--- config.mk ---
export PLATFORM = sky130hd
export DESIGN_NAME = bss_top
export DESIGN_NICKNAME = d
export VERILOG_FILES = /design/src/core/bss_pkg.sv /design/src/core/bss_tick.sv /design/src/core/bss_top.sv
export SDC_FILE = /design/constraint.sdc
export NUM_CORES = 1
export LEC_CHECK = 0
export BUFFER_PORTS_ARGS = -buffer_cell sky130_fd_sc_hd__buf_2
export CORE_MARGIN = 2
export CORE_UTILIZATION = 35
export DETAILED_ROUTE_END_ITERATION = 10
export SLEW_MARGIN = 20
export SYNTH_ARGS = -nofsm -noshare
export SYNTH_HDL_FRONTEND = slang
export SYNTH_SLANG_ARGS = --single-unit
--- constraint.sdc ---
create_clock -name I_CLK -period 7.32 [get_ports I_CLK]
set_input_delay 1.464 -clock I_CLK [delete_from_list [all_inputs] [get_ports I_CLK]]
set_output_delay 1.464 -clock I_CLK [all_outputs]
set_load 0.01 [all_outputs]
--- src/core/bss_pkg.sv ---
// Constants and types shared by the bypass switchover sequencer
// ****************************************************************
// Overview of operation
// Sequencing runs only when enable setting equals one
// Interlock wait between motor contactor changes
// Start wait after drive contactor closes
// Fault-bypass off: fault stops output, motor coasts
// Fault-bypass on: fault goes bypass, except thermal/processor
// Reaching switchover frequency moves drive to bypass
// Return band used only when switchover active
// Command below switchover minus band returns drive
// Run removal in auto bypass returns to drive
// Band 9999: run removal returns, decelerates to stop
// Supply contactor on; fault releases until reset - a drive fault taken to bypass recloses it once cleared, with no reset
// Bypass contactor only in bypass; thermal releases
// Drive contactor only in drive; fault releases
// Motor coasts before drive restarts from bypass
// Installer fits mechanical interlock between contactors
// Nothing runs without enable; select needs enable - enable input removal keeps a closed bypass contactor closed
// Run inputs honoured only with enable and select
// Bypass and drive contactors never on together
// Delays count from contactor output change edge
// ****************************************************************
package bss_pkg;
  // Register byte offsets
  localparam logic [7:0] BSS_OFS_CTRL = 8'h00;
  localparam logic [7:0] BSS_OFS_ILOCK = 8'h04;
  localparam logic [7:0] BSS_OFS_SWAIT = 8'h08;
  localparam logic [7:0] BSS_OFS_SWFREQ = 8'h0c;
  localparam logic [7:0] BSS_OFS_BAND = 8'h10;
  localparam logic [7:0] BSS_OFS_FOUT = 8'h14;
  localparam logic [7:0] BSS_OFS_FCMD = 8'h18;
  localparam logic [7:0] BSS_OFS_STATUS = 8'h1c;
  // Control field positions
  localparam int BSS_CTRL_SEQ_BIT = 0;
  localparam int BSS_CTRL_FBYP_BIT = 1;
  // Times in units of 0.1 s, frequencies in units of 0.01 Hz
  localparam logic [15:0] BSS_ILOCK_RST = 16'h000a;  // 1.0 s
  localparam logic [15:0] BSS_SWAIT_RST = 16'h0005;  // 0.5 s
  localparam logic [15:0] BSS_TIME_MAX = 16'h03e8;   // 100 s
  localparam logic [15:0] BSS_DISABLED = 16'h270f;   // 9999 means off
  localparam logic [15:0] BSS_SWFREQ_MAX = 16'h1770; // 60 Hz
  localparam logic [15:0] BSS_BAND_MAX = 16'h03e8;   // 10 Hz
  // Time base: 0.1 s tick at 50 MHz
  localparam int BSS_CLK_HZ = 50000000;
  localparam int BSS_TICK_MS = 100;
  localparam int BSS_TICK_CYC = BSS_CLK_HZ / 1000 * BSS_TICK_MS;
  // Sequencer states
  typedef enum logic [2:0] {
    BSS_IDLE, BSS_DRIVE_WAIT, BSS_DRIVE, BSS_TO_BYP, BSS_BYPASS, BSS_TO_DRV, BSS_FAULT
  } bss_state_e;
endpackage

--- src/core/bss_tick.sv ---
// Prescaler producing the 0.1 s tick enable
`timescale 1ns/1ps
`default_nettype none
module bss_tick (
  input wire logic i_clk,
  input wire logic i_reset,
  output logic o_tick
);
  import bss_pkg::*;
  // ****************************************************************
  // Divider
  // ****************************************************************
  logic [22:0] cnt_r;  // Cycle counter within one tick
  // Free running, so a delay may lose up to one tick of its first period
  always_ff @(posedge i_clk or posedge i_reset) begin
    if (i_reset) begin
      cnt_r <= 23'h0;
      o_tick <= 1'b0;
    end else if (cnt_r == 23'(BSS_TICK_CYC - 1)) begin
      cnt_r <= 23'h0;
      o_tick <= 1'b1;
    end else begin
      cnt_r <= cnt_r + 23'h1;
      o_tick <= 1'b0;
    end
  end
endmodule
`default_nettype wire

--- src/core/bss_top.sv ---
// Bypass switchover sequencer with AXI4-Lite register access
//
// Register access over AXI4-Lite and the address map were chosen for this implementation.
`timescale 1ns/1ps
`default_nettype none
module bss_top (
  input wire logic I_CLK,
  input wire logic I_RESET,
  // AXI4-Lite slave
  input wire logic [7:0] I_AWADDR,
  input wire logic I_AWVALID,
  output logic O_AWREADY,
  input wire logic [31:0] I_WDATA,
  input wire logic [3:0] I_WSTRB,
  input wire logic I_WVALID,
  output logic O_WREADY,
  output logic [1:0] O_BRESP,
  output logic O_BVALID,
  input wire logic I_BREADY,
  input wire logic [7:0] I_ARADDR,
  input wire logic I_ARVALID,
  output logic O_ARREADY,
  output logic [31:0] O_RDATA,
  output logic [1:0] O_RRESP,
  output logic O_RVALID,
  input wire logic I_RREADY,
  // Operator and fault inputs
  input wire logic I_OPERATION_ENABLE_INPUT,
  input wire logic I_DRIVE_SELECT,
  input wire logic I_RUN_FORWARD,
  input wire logic I_RUN_REVERSE,
  input wire logic I_EXTERNAL_THERMAL_INPUT,  // High means motor overheated
  input wire logic I_DRIVE_FAULT,
  input wire logic I_THERMAL_TRIP_FAULT,
  input wire logic I_CPU_FAULT,
  input wire logic I_FAULT_RESET,
  // Contactor and drive outputs
  output logic O_SUPPLY_SIDE_CONTACTOR,
  output logic O_LINE_BYPASS_CONTACTOR,
  output logic O_DRIVE_OUTPUT_CONTACTOR,
  output logic O_DRIVE_RUN,
  output logic O_DECEL_STOP
);
  import bss_pkg::*;

  // ****************************************************************
  // Register storage
  // ****************************************************************
  logic seq_en_r;           // Sequence enable setting
  logic fbyp_r;             // Bypass on fault setting
  logic [15:0] ilock_r;     // Interlock time, 0.1 s units
  logic [15:0] swait_r;     // Start wait, 0.1 s units
  logic [15:0] swfreq_r;    // Switchover frequency
  logic [15:0] band_r;      // Return band
  logic [15:0] fout_r;      // Output frequency fed by the drive core
  logic [15:0] fcmd_r;      // Frequency command
  bss_state_e state_r;      // Sequencer state
  logic [15:0] tmr_r;       // Delay counter in ticks
  logic auto_byp_r;         // Bypass reached by automatic switchover
  logic tick;               // 0.1 s enable

  // ****************************************************************
  // Time base
  // ****************************************************************
  bss_tick i_bss_tick (
    .i_clk(I_CLK),
    .i_reset(I_RESET),
    .o_tick(tick)
  );

  // ****************************************************************
  // AXI4-Lite write path
  // ****************************************************************
  logic aw_have_r;          // Address latched
  logic w_have_r;           // Data latched
  logic [7:0] aw_addr_r;
  logic [31:0] w_data_r;
  logic [1:0] w_strb_r;     // Low strobes kept with the data, the bus may move on
  logic do_write;
  logic wr_ok;
  assign do_write = aw_have_r && w_have_r && !O_BVALID;
  assign wr_ok = (aw_addr_r <= BSS_OFS_FCMD) && (aw_addr_r[1:0] == 2'b00);

  // Address and data accepted independently, one write in flight
  always_ff @(posedge I_CLK or posedge I_RESET) begin
    if (I_RESET) begin
      aw_have_r <= 1'b0;
      w_have_r <= 1'b0;
      aw_addr_r <= 8'h00;
      w_data_r <= 32'h0;
      w_strb_r <= 2'b00;
      O_AWREADY <= 1'b0;
      O_WREADY <= 1'b0;
    end else begin
      O_AWREADY <= !aw_have_r && !O_AWREADY && !O_BVALID;
      O_WREADY <= !w_have_r && !O_WREADY && !O_BVALID;
      if (I_AWVALID && O_AWREADY) begin
        aw_have_r <= 1'b1;
        aw_addr_r <= I_AWADDR;
      end else if (do_write) begin
        aw_have_r <= 1'b0;
      end
      if (I_WVALID && O_WREADY) begin
        w_have_r <= 1'b1;
        w_data_r <= I_WDATA;
        w_strb_r <= I_WSTRB[1:0];
      end else if (do_write) begin
        w_have_r <= 1'b0;
      end
    end
  end

  // Write response; unmapped or read-only address answers SLVERR
  always_ff @(posedge I_CLK or posedge I_RESET) begin
    if (I_RESET) begin
      O_BVALID <= 1'b0;
      O_BRESP <= 2'b00;
    end else if (do_write) begin
      O_BVALID <= 1'b1;
      O_BRESP <= wr_ok ? 2'b00 : 2'b10;
    end else if (I_BREADY) begin
      O_BVALID <= 1'b0;
    end
  end

  // Settings update; out of range values clamp to the top of range
  always_ff @(posedge I_CLK or posedge I_RESET) begin
    if (I_RESET) begin
      seq_en_r <= 1'b0;
      fbyp_r <= 1'b0;
      ilock_r <= BSS_ILOCK_RST;
      swait_r <= BSS_SWAIT_RST;
      swfreq_r <= BSS_DISABLED;
      band_r <= BSS_DISABLED;
      fout_r <= 16'h0;
      fcmd_r <= 16'h0;
    end else if (do_write && wr_ok && (&w_strb_r)) begin
      unique case (aw_addr_r)
        BSS_OFS_CTRL: begin
          seq_en_r <= w_data_r[BSS_CTRL_SEQ_BIT];
          fbyp_r <= w_data_r[BSS_CTRL_FBYP_BIT];
        end
        BSS_OFS_ILOCK: ilock_r <= (w_data_r[15:0] > BSS_TIME_MAX) ? BSS_TIME_MAX : w_data_r[15:0];
        BSS_OFS_SWAIT: swait_r <= (w_data_r[15:0] > BSS_TIME_MAX) ? BSS_TIME_MAX : w_data_r[15:0];
        BSS_OFS_SWFREQ: swfreq_r <= (w_data_r[15:0] == BSS_DISABLED || w_data_r[15:0] <= BSS_SWFREQ_MAX) ?
                                    w_data_r[15:0] : BSS_SWFREQ_MAX;
        BSS_OFS_BAND: band_r <= (w_data_r[15:0] == BSS_DISABLED || w_data_r[15:0] <= BSS_BAND_MAX) ?
                                w_data_r[15:0] : BSS_BAND_MAX;
        BSS_OFS_FOUT: fout_r <= w_data_r[15:0];
        BSS_OFS_FCMD: fcmd_r <= w_data_r[15:0];
        default: ;
      endcase
    end
  end

  // ****************************************************************
  // AXI4-Lite read path
  // ****************************************************************
  logic [31:0] rd_mux;
  logic rd_ok;
  always_comb begin
    rd_ok = 1'b1;
    unique case (I_ARADDR)
      BSS_OFS_CTRL: rd_mux = {30'h0, fbyp_r, seq_en_r};
      BSS_OFS_ILOCK: rd_mux = {16'h0, ilock_r};
      BSS_OFS_SWAIT: rd_mux = {16'h0, swait_r};
      BSS_OFS_SWFREQ: rd_mux = {16'h0, swfreq_r};
      BSS_OFS_BAND: rd_mux = {16'h0, band_r};
      BSS_OFS_FOUT: rd_mux = {16'h0, fout_r};
      BSS_OFS_FCMD: rd_mux = {16'h0, fcmd_r};
      BSS_OFS_STATUS: rd_mux = {25'h0, auto_byp_r, 2'b00, state_r, 1'b0};
      default: begin
        rd_mux = 32'h0;
        rd_ok = 1'b0;
      end
    endcase
  end

  // Read answered one cycle after the address is taken
  always_ff @(posedge I_CLK or posedge I_RESET) begin
    if (I_RESET) begin
      O_ARREADY <= 1'b0;
      O_RVALID <= 1'b0;
      O_RDATA <= 32'h0;
      O_RRESP <= 2'b00;
    end else begin
      O_ARREADY <= !O_ARREADY && !O_RVALID && I_ARVALID;
      if (I_ARVALID && O_ARREADY) begin
        O_RVALID <= 1'b1;
        O_RDATA <= rd_mux;
        O_RRESP <= rd_ok ? 2'b00 : 2'b10;
      end else if (I_RREADY) begin
        O_RVALID <= 1'b0;
      end
    end
  end

  // ****************************************************************
  // Sequencer decisions
  // ****************************************************************
  logic auto_on;            // Automatic switchover active
  logic run_cmd;            // Honoured run command
  logic want_drive;         // Operator selects drive
  logic fault_any;          // Any drive fault
  logic fault_to_byp;       // Fault that may go to bypass
  logic back_by_freq;       // Command fell under the return point
  logic tmr_done;
  logic seq_ready;          // Sequencing allowed at all
  logic auto_go;            // Output frequency reached switchover point
  logic back_go;            // Leave bypass for drive
  assign auto_on = (swfreq_r != BSS_DISABLED);
  assign run_cmd = I_OPERATION_ENABLE_INPUT && I_DRIVE_SELECT && (I_RUN_FORWARD || I_RUN_REVERSE);
  assign want_drive = I_DRIVE_SELECT;
  // Hot motor trips like a fault, so every contactor opens until reset
  assign fault_any = I_DRIVE_FAULT || I_THERMAL_TRIP_FAULT || I_CPU_FAULT || I_EXTERNAL_THERMAL_INPUT;
  assign fault_to_byp = fbyp_r && I_DRIVE_FAULT && !I_THERMAL_TRIP_FAULT && !I_CPU_FAULT
                        && !I_EXTERNAL_THERMAL_INPUT;
  assign back_by_freq = auto_on && (band_r != BSS_DISABLED) &&
                        ({1'b0, fcmd_r} + {1'b0, band_r} < {1'b0, swfreq_r});
  assign tmr_done = (tmr_r == 16'h0);

  // Interlock and start wait timer, loaded as a contactor output changes
  always_ff @(posedge I_CLK or posedge I_RESET) begin
    if (I_RESET) begin
      tmr_r <= 16'h0;
    end else if ((state_r == BSS_DRIVE && (!want_drive || (auto_on && auto_go))) ||
                 (state_r == BSS_BYPASS && back_go) ||
                 (fault_to_byp && state_r != BSS_TO_BYP && state_r != BSS_BYPASS && state_r != BSS_FAULT) ||
                 (state_r == BSS_IDLE && seq_ready && want_drive)) begin
      // Manual and fault switchovers to bypass keep the same interlock gap
      tmr_r <= (state_r == BSS_IDLE && !fault_to_byp) ? swait_r : ilock_r;
    end else if (state_r == BSS_TO_DRV && tmr_done) begin
      tmr_r <= swait_r;
    end else if (tick && !tmr_done) begin
      tmr_r <= tmr_r - 16'h1;
    end
  end

  assign seq_ready = seq_en_r && I_OPERATION_ENABLE_INPUT;
  assign auto_go = run_cmd && (fout_r >= swfreq_r);
  assign back_go = !want_drive ? 1'b0 :
                   auto_byp_r ? (back_by_freq || !(I_RUN_FORWARD || I_RUN_REVERSE)) : 1'b1;

  // Main state machine; faults and disable take precedence
  always_ff @(posedge I_CLK or posedge I_RESET) begin
    if (I_RESET) begin
      state_r <= BSS_IDLE;
      auto_byp_r <= 1'b0;
    end else if (state_r == BSS_FAULT) begin
      if (I_FAULT_RESET && !fault_any) begin
        state_r <= BSS_IDLE;
      end
    end else if (fault_any && !((state_r == BSS_TO_BYP || state_r == BSS_BYPASS) && fault_to_byp)) begin
      state_r <= fault_to_byp ? BSS_TO_BYP : BSS_FAULT;
      auto_byp_r <= 1'b0;
    end else if (!seq_ready) begin
      // Enable input removal holds contactors in place so the motor is not dropped; clearing the enable setting returns to idle
      if (!seq_en_r) begin
        state_r <= BSS_IDLE;
      end
    end else begin
      unique case (state_r)
        BSS_IDLE: state_r <= want_drive ? BSS_DRIVE_WAIT : BSS_TO_BYP;
        BSS_DRIVE_WAIT: if (tmr_done) state_r <= BSS_DRIVE;
        BSS_DRIVE: begin
          if (!want_drive || (auto_on && auto_go)) begin
            state_r <= BSS_TO_BYP;
            auto_byp_r <= want_drive;
          end
        end
        BSS_TO_BYP: if (tmr_done) state_r <= BSS_BYPASS;
        BSS_BYPASS: begin
          if (back_go) begin
            state_r <= BSS_TO_DRV;
          end
        end
        BSS_TO_DRV: begin
          if (tmr_done) begin
            state_r <= BSS_DRIVE_WAIT;
            auto_byp_r <= 1'b0;
          end
        end
        BSS_FAULT: state_r <= BSS_FAULT;
      endcase
    end
  end

  // ****************************************************************
  // Contactor and drive outputs, all registered
  // ****************************************************************
  logic byp_nxt;
  logic drv_nxt;
  // Only a fault that may go to bypass keeps the line contactor closed
  assign byp_nxt = (state_r == BSS_BYPASS) && !I_EXTERNAL_THERMAL_INPUT && (!fault_any || fault_to_byp);
  assign drv_nxt = (state_r == BSS_DRIVE_WAIT || state_r == BSS_DRIVE) && !fault_any;

  // Bypass and drive contactors derived from exclusive states
  always_ff @(posedge I_CLK or posedge I_RESET) begin
    if (I_RESET) begin
      O_SUPPLY_SIDE_CONTACTOR <= 1'b0;
      O_LINE_BYPASS_CONTACTOR <= 1'b0;
      O_DRIVE_OUTPUT_CONTACTOR <= 1'b0;
      O_DRIVE_RUN <= 1'b0;
      O_DECEL_STOP <= 1'b0;
    end else begin
      O_SUPPLY_SIDE_CONTACTOR <= seq_en_r && state_r != BSS_FAULT && !fault_any;
      O_LINE_BYPASS_CONTACTOR <= byp_nxt && !drv_nxt;
      O_DRIVE_OUTPUT_CONTACTOR <= drv_nxt && !byp_nxt;
      O_DRIVE_RUN <= (state_r == BSS_DRIVE) && run_cmd && !fault_any;
      // Drive ramps down after returning with the run removed
      O_DECEL_STOP <= (state_r == BSS_DRIVE) && !run_cmd && auto_on && (band_r == BSS_DISABLED);
    end
  end
endmodule
`default_nettype wire

Word-level counts from Yosys, hierarchy flattened
Cells that the tools add are included.

storage, ports and cells
  output and inout bits = 46
  word-level logic and storage cells = 223
  bits in registers = 216

operators by class
  mux-type cells = 40
  add/subtract/negate cells = 3
  reductions and logical operators = 106
  $lt $le $gt $ge = 6
  bitwise gates (word level) = 1
  equal/unequal tests = 36

operators by type and width
  cell                                                                                 count
  16-bit one-hot mux with 8 select lines                                               1
  16-bit 2-to-1 mux                                                                    7
  8-bit by 5-bit equality test with 1-bit output (second input constant)               7
  1-bit logical AND                                                                    50
  3-bit 2-to-1 mux                                                                     11
  16-bit by 14-bit equality test with 1-bit output (second input constant)             2
  8-bit by 4-bit equality test with 1-bit output (second input constant)               4
  16-bit by 14-bit inequality test with 1-bit output (second input constant)           2
  23-bit by 1-bit adder with 23-bit output (second input constant)                     1
  23-bit equality test (second input constant)                                         1
  23-bit 2-to-1 mux                                                                    1
  1-bit zero test                                                                      19
  3-bit one-hot mux with 6 select lines                                                1
  16-bit by 16-bit adder with 17-bit output                                            1
  17-bit by 16-bit less-than comparator with 1-bit output                              1
  8-bit by 3-bit equality test with 1-bit output (second input constant)               2
  16-bit >= comparator                                                                 1
  16-bit by 10-bit > comparator with 1-bit output (second input constant)              1
  16-bit by 10-bit less-or-equal comparator with 1-bit output (second input constant)  1
  16-bit by 13-bit less-or-equal comparator with 1-bit output (second input constant)  1
  16-bit zero test                                                                     1
  8-bit zero test                                                                      2
  2-bit AND reduction                                                                  8
  16-bit by 1-bit subtractor with 16-bit output (second input constant)                1
  other kinds (25)                                                                     65

Logic depth before layout (Yosys ltp)
  depth after elaboration = 11
  mapped depth = 20
  mapped depth without buffers = 19

By module
From an unflattened synthesis, not the netlist that was laid out.

unflattened totals
  cells, all modules = 1063
  area, all modules = 10807.9 um2

by module, submodules not included
  module    seq. area each (um2)  area each (um2)  cells each  times used
  bss_top   4379.2                9674.3           954         1
  bss_tick  600.6                 1133.6           109         1

Worst setup path before layout
Ideal clock, no wire load.

  path type = reg-to-reg
  from = reg band_r[0]
  to = reg state_r[1]
  data arrival time = 3.983 ns
  period minus slack after synthesis = 4.062 ns
  setup slack = 3.258 ns
  library setup time = 0.079 ns
  buffers on the path = 0
  cell stages (with the launch flop) = 19
  required time = 7.241 ns
  cells stage by stage = dfstp_2 ha_1 inv_1 fa_1 nor2b_1 o2111ai_1 and4_1 o31ai_1 a21o_1 a21oi_1 xnor2_1 ha_1 a21oi_1 o22ai_1 nor4bb_1 a32oi_1 a221o_1 a21oi_1 mux2i_1

on the way
  longest elaborated chain between the ends = 8
  elaborated cells between the ends (all ways) = 10

ends and longest elaborated chain
  element                                                                                                          line                            source
  start: declaration                                                                                               bss_top.sv:54                   logic [15:0] band_r;
  start signal: assignment                                                                                         bss_top.sv:147                  BSS_OFS_BAND: band_r <= (w_data_r[15:0] == BSS_DISABLED || w_data_r[15:0] <= BSS_BAND_MAX) ?
  16-bit by 16-bit adder with 17-bit output or 16-bit by 14-bit inequality test with 1-bit output (tied branches)  bss_top.sv:219, bss_top.sv:218
  17-bit by 16-bit less-than comparator with 1-bit output or 1-bit logical AND (tied branches)                     bss_top.sv:219, bss_top.sv:218
  1-bit logical AND *                                                                                              bss_top.sv:218                  assign back_by_freq = auto_on && (band_r != BSS_DISABLED) &&
  1-bit logical OR *                                                                                               bss_top.sv:242                  auto_byp_r ? (back_by_freq || !(I_RUN_FORWARD || I_RUN_REVERSE)) : 1'b1;
  1-bit 2-to-1 mux *                                                                                               bss_top.sv:242
  1-bit 2-to-1 mux *                                                                                               bss_top.sv:241                  assign back_go = !want_drive ? 1'b0 :
  5-bit by 3-bit inequality test with 1-bit output (no line) *                                                     -
  7-bit AND reduction (no line) *                                                                                  -
  end signal: assignment                                                                                           bss_top.sv:254                  state_r <= fault_to_byp ? BSS_TO_BYP : BSS_FAULT;
  end signal: assignment                                                                                           bss_top.sv:263                  BSS_IDLE: state_r <= want_drive ? BSS_DRIVE_WAIT : BSS_TO_BYP;
  end: declaration                                                                                                 bss_top.sv:57                   bss_state_e state_r;

Every way passes the cells marked *; elsewhere a longest branch is shown, timed or not.
A chain may end at the register's enable or synchronous reset.

Final worst setup path
  from = reg band_r[0]
  to = reg tmr_r[4]

on the way
  longest elaborated chain between the ends = 11
  elaborated cells between the ends (all ways) = 14

ends and longest elaborated chain
  element                                                                                                          line                            source
  16-bit by 16-bit adder with 17-bit output or 16-bit by 14-bit inequality test with 1-bit output (tied branches)  bss_top.sv:219, bss_top.sv:218
  17-bit by 16-bit less-than comparator with 1-bit output or 1-bit logical AND (tied branches)                     bss_top.sv:219, bss_top.sv:218
  1-bit logical AND *                                                                                              bss_top.sv:218
  1-bit logical OR *                                                                                               bss_top.sv:242
  1-bit 2-to-1 mux *                                                                                               bss_top.sv:242
  1-bit 2-to-1 mux *                                                                                               bss_top.sv:241
  1-bit logical AND *                                                                                              bss_top.sv:227                  (state_r == BSS_BYPASS && back_go) ||
  1-bit logical OR *                                                                                               bss_top.sv:226                  end else if ((state_r == BSS_DRIVE && (!want_drive || (auto_on && auto_go))) ||
  1-bit logical OR *                                                                                               bss_top.sv:227
  1-bit logical OR *                                                                                               bss_top.sv:228                  (fault_to_byp && state_r != BSS_TO_BYP && state_r != BSS_BYPASS && state_r != BSS_FAULT) ||
  3-bit nonzero test (no line) or 16-bit 2-to-1 mux (tied branches)                                                -
  end signal: assignment                                                                                           bss_top.sv:231                  tmr_r <= (state_r == BSS_IDLE && !fault_to_byp) ? swait_r : ilock_r;
  end signal: assignment                                                                                           bss_top.sv:233                  tmr_r <= swait_r;
  end signal: assignment                                                                                           bss_top.sv:235                  tmr_r <= tmr_r - 16'h1;
  end: declaration                                                                                                 bss_top.sv:58                   logic [15:0] tmr_r;

Marks and branches as above.

==> results.toml <==
[run_status]
run_status = "finished, final reports clean"

[routing]
routed_wl_mm = 30.4
first_iter_violations = 621
drcViolationCount = 0
ant_nets = 0
vias_per_cell = 5.44
vias = 8596
wl_per_cell_um = 19.3
dr.pass1.iters = 6

[synthesis]
yosys.area.top_type = "dfrtp_1"
synth.distinct_cells = 75
synthFlopType = "dfrtp_1"
synth_edf_count = 0
syn-mean-instance-area_um2 = 9.80
yosysTopAreaCellShare_pct = 41.2
synth-seq-cells = 198
synthTopCellsByArea = "dfrtp_1 (41%), mux2_2 (6.3%), ha_1 (5.8%)"
async_flop_share_pct = 100
synth_area_um2 = 10800
syn-instance-count = 1102
ys_seq_area_share_pct = 46.1
synth_warnings = 0

[sta]
holdWs_ns = 0.450
fin_skew_ns = 0.0100
worstMarginPinSlew_ns = 0.938
finalHoldViolCount = 0
final_max_slew_viol_count = 0
rsz0062_at_grt = "no"
fin_crit_sh_pct = 69.3
finalSetupViolCount = 0
clock.fmax_mhz = 197
fin_setup_tns_ns = 0
max-slew-margin-rel_pct = 37.0
period_minus_slack_ns = 5.07

[cts]
cts_tree = "yes"
numClockSinks = 198
cts_buffers = 17
clkLatencyLatePin_ns = 0.44
hold_buffers = 0
path_clk_slew_ns = 0.08
cts_max_level = 4
postCtsSetupBuffers = 0
cts_buffer_depth = 2
ctsResizeCount = 0
cts-root-buf = "clkbuf_16"

[worst_setup_path]
worstPathCellList = "ha_1 > inv_1 > fa_1 > nor2b_1 > o2111ai_1 > and4_1 > o31ai_1 > a21o_1 > a21oi_1 > xnor2_1 > ha_1 > nand3_1 > nor3_1 > o2bb2ai_1 > a31oi_1 > nand3_1 > o211ai_4 > nor3_1 > a221o_1"
worst_path_dominant_cell_family = "compound AO/OA/AOI/OAI gates"
r2r_slack_ns = 2.25
slowest_stage = "o211ai_4"
worstSetupPathType = "reg2reg"
critPathMaxStageDelay_ns = 0.63
crit_required_ns = 7.65
cp_max_fo = 23
critPathLaunchType = "register"
cp_num_buf_inv = 1
end_kind = "register"
arrival_ns = 5.40

[floorplanning]
start_util_pct = 35.4
fp.dieH_um = 180
rows = 64
pin_count = 114
coreArea_um2 = 30500
die_w_um = 180
dieArea_um2 = 32300

[placement]
gp_congestion = 0.891
place_area_um2 = 11500
numPortBuffers = 77
hpwl_mm = 22.7

[power_and_ir_drop]
peakVddDrop_mv = 0.154
power_density_nw_per_um2 = 255
p_leak_nw = 5.60

[grt]
gr-total-overflow = 0
grt_pass1_vias = 8502
grt_pass1_wl_mm = 48.3
antenna_found_initial = 0
grt_use_total_pct = 19.1
grt_max_degree = 133

[finish]
area_delta_synth_final_pct = 12.3
fin_util_pct = 39.7
drive_gt1_share_pct = 19.1
stdcell_area_um2 = 12100
design.final.nets = 1288

[worst_hold_path]
hold_class = "reg2reg"

[job]
maxCapViolations = 0
[sequential cells by signal, indices dropped and copies added, names as in the netlist, 2 cells and up]
signal            count
O_RDATA              16
aw_addr_r             8
band_r               16
fcmd_r               16
fout_r               16
i_bss_tick.cnt_r     23
ilock_r              16
state_r               3
swait_r              16
swfreq_r             16
tmr_r                16
w_data_r             16
w_strb_r              2
[per-stage QoR]
stage	setup WS, ns	total power, mW	std cells
floorplan	0.492	1.94	1119
global placement	2.44	2.16	1546
detailed placement	2.41	2.17	1546
CTS	2.34	3.10	1578
global route	1.87	3.26	1578
finish	2.25	3.09	1579
[worst register-to-register path, stage by stage (launching register included)]
cell and delay [ns]:
dfstp_2 0.57, ha_1 0.19, inv_1 0.06, fa_1 0.41, nor2b_1 0.21, o2111ai_1 0.19
and4_1 0.25, o31ai_1 0.38, a21o_1 0.18, a21oi_1 0.07, xnor2_1 0.14, ha_1 0.29
nand3_1 0.14, nor3_1 0.09, o2bb2ai_1 0.12, a31oi_1 0.37, nand3_1 0.21, o211ai_4 0.63
nor3_1 0.17, a221o_1 0.29
[cell type report]
type	instances	area (um2)
inverters	42	165
clock buffers	18	429
diodes	1	2.50
flip-flops and latches	198	4980
fillers	3002	18400
clock inverters	14	140
repair buffers	85	445
well taps	396	495
multi-input cells	825	5470
[placed cells by master, fill, tap and decap left out, drive strengths merged, types with 12 or more instances in the layout]
cell type / n
dfrtp: 178
nand2: 131
nor2: 88
buf: 85
o21ai: 83
mux2: 60
a21oi: 53
ha: 50
inv: 47
nor3: 34
nand3: 26
xnor2: 25
a22oi: 23
dfstp: 20
and2: 19
conb: 18
clkbuf: 18
a221oi: 16
xor2: 15
nand2b: 13
nand4: 13
a21o: 13
and3: 12
[cells by family after synthesis]
| family | after synthesis | synth area share [%] |
|---|---|---|
| flip-flops | 198 | 46.1 |
| adder cells (fa/ha/maj) | 51 | 5.98 |
| AND/OR/NAND/NOR | 391 | 17.7 |
| buffers and inverters | 96 | 4.06 |
| other | 1 | 0.0347 |
| AO/OA/AOI/OAI | 258 | 16.0 |
| multiplexers | 67 | 6.91 |
| XOR/XNOR | 40 | 3.24 |
[synthesized netlist by cell type (20+ instances only)]
| master | n |
|---|---|
| mux2_2 | 60 |
| o21ai_0 | 82 |
| ha_1 | 50 |
| nand2_1 | 131 |
| nand3_1 | 26 |
| dfstp_2 | 20 |
| a22oi_1 | 23 |
| nor2_1 | 87 |
| a21oi_1 | 53 |
| dfrtp_1 | 178 |
| nor3_1 | 33 |
| clkbuf_1 | 33 |
| xnor2_1 | 25 |
| inv_1 | 40 |
[path summary, 6_finish.rpt]
check / start / end / cells after the start
worst max register to register: band_r[0]$_DFFE_PP1P_ / tmr_r[4]$_DFFE_PP0P_ / 19
min in group asynchronous: I_RESET / O_RDATA[4]$_DFFE_PP0P_ / 2
worst min-delay path: aw_have_r$_DFFE_PP0P_ / O_AWREADY$_DFF_PP0_ / 1
worst max-delay path: band_r[0]$_DFFE_PP1P_ / tmr_r[4]$_DFFE_PP0P_ / 19
worst min register to register: aw_have_r$_DFFE_PP0P_ / O_AWREADY$_DFF_PP0_ / 1
max in group asynchronous: I_RESET / swfreq_r[14]$_DFFE_PP0P_ / 3
[power by group]
part,switching [mW],internal (mW)
Clock,0.454,0.479
Combinational,0.400,0.291
Sequential,0.234,1.23
[routing by layer]
metal / global-route usage, % / share of wire (%)
met1: 26.9 / 47
met2: 29.7 / 45
met3: 3.30 / 5.5
met4: 6.34 / 2.5
met5: 0 / 0
No activity file was read; power rests on OpenSTA's default activity.
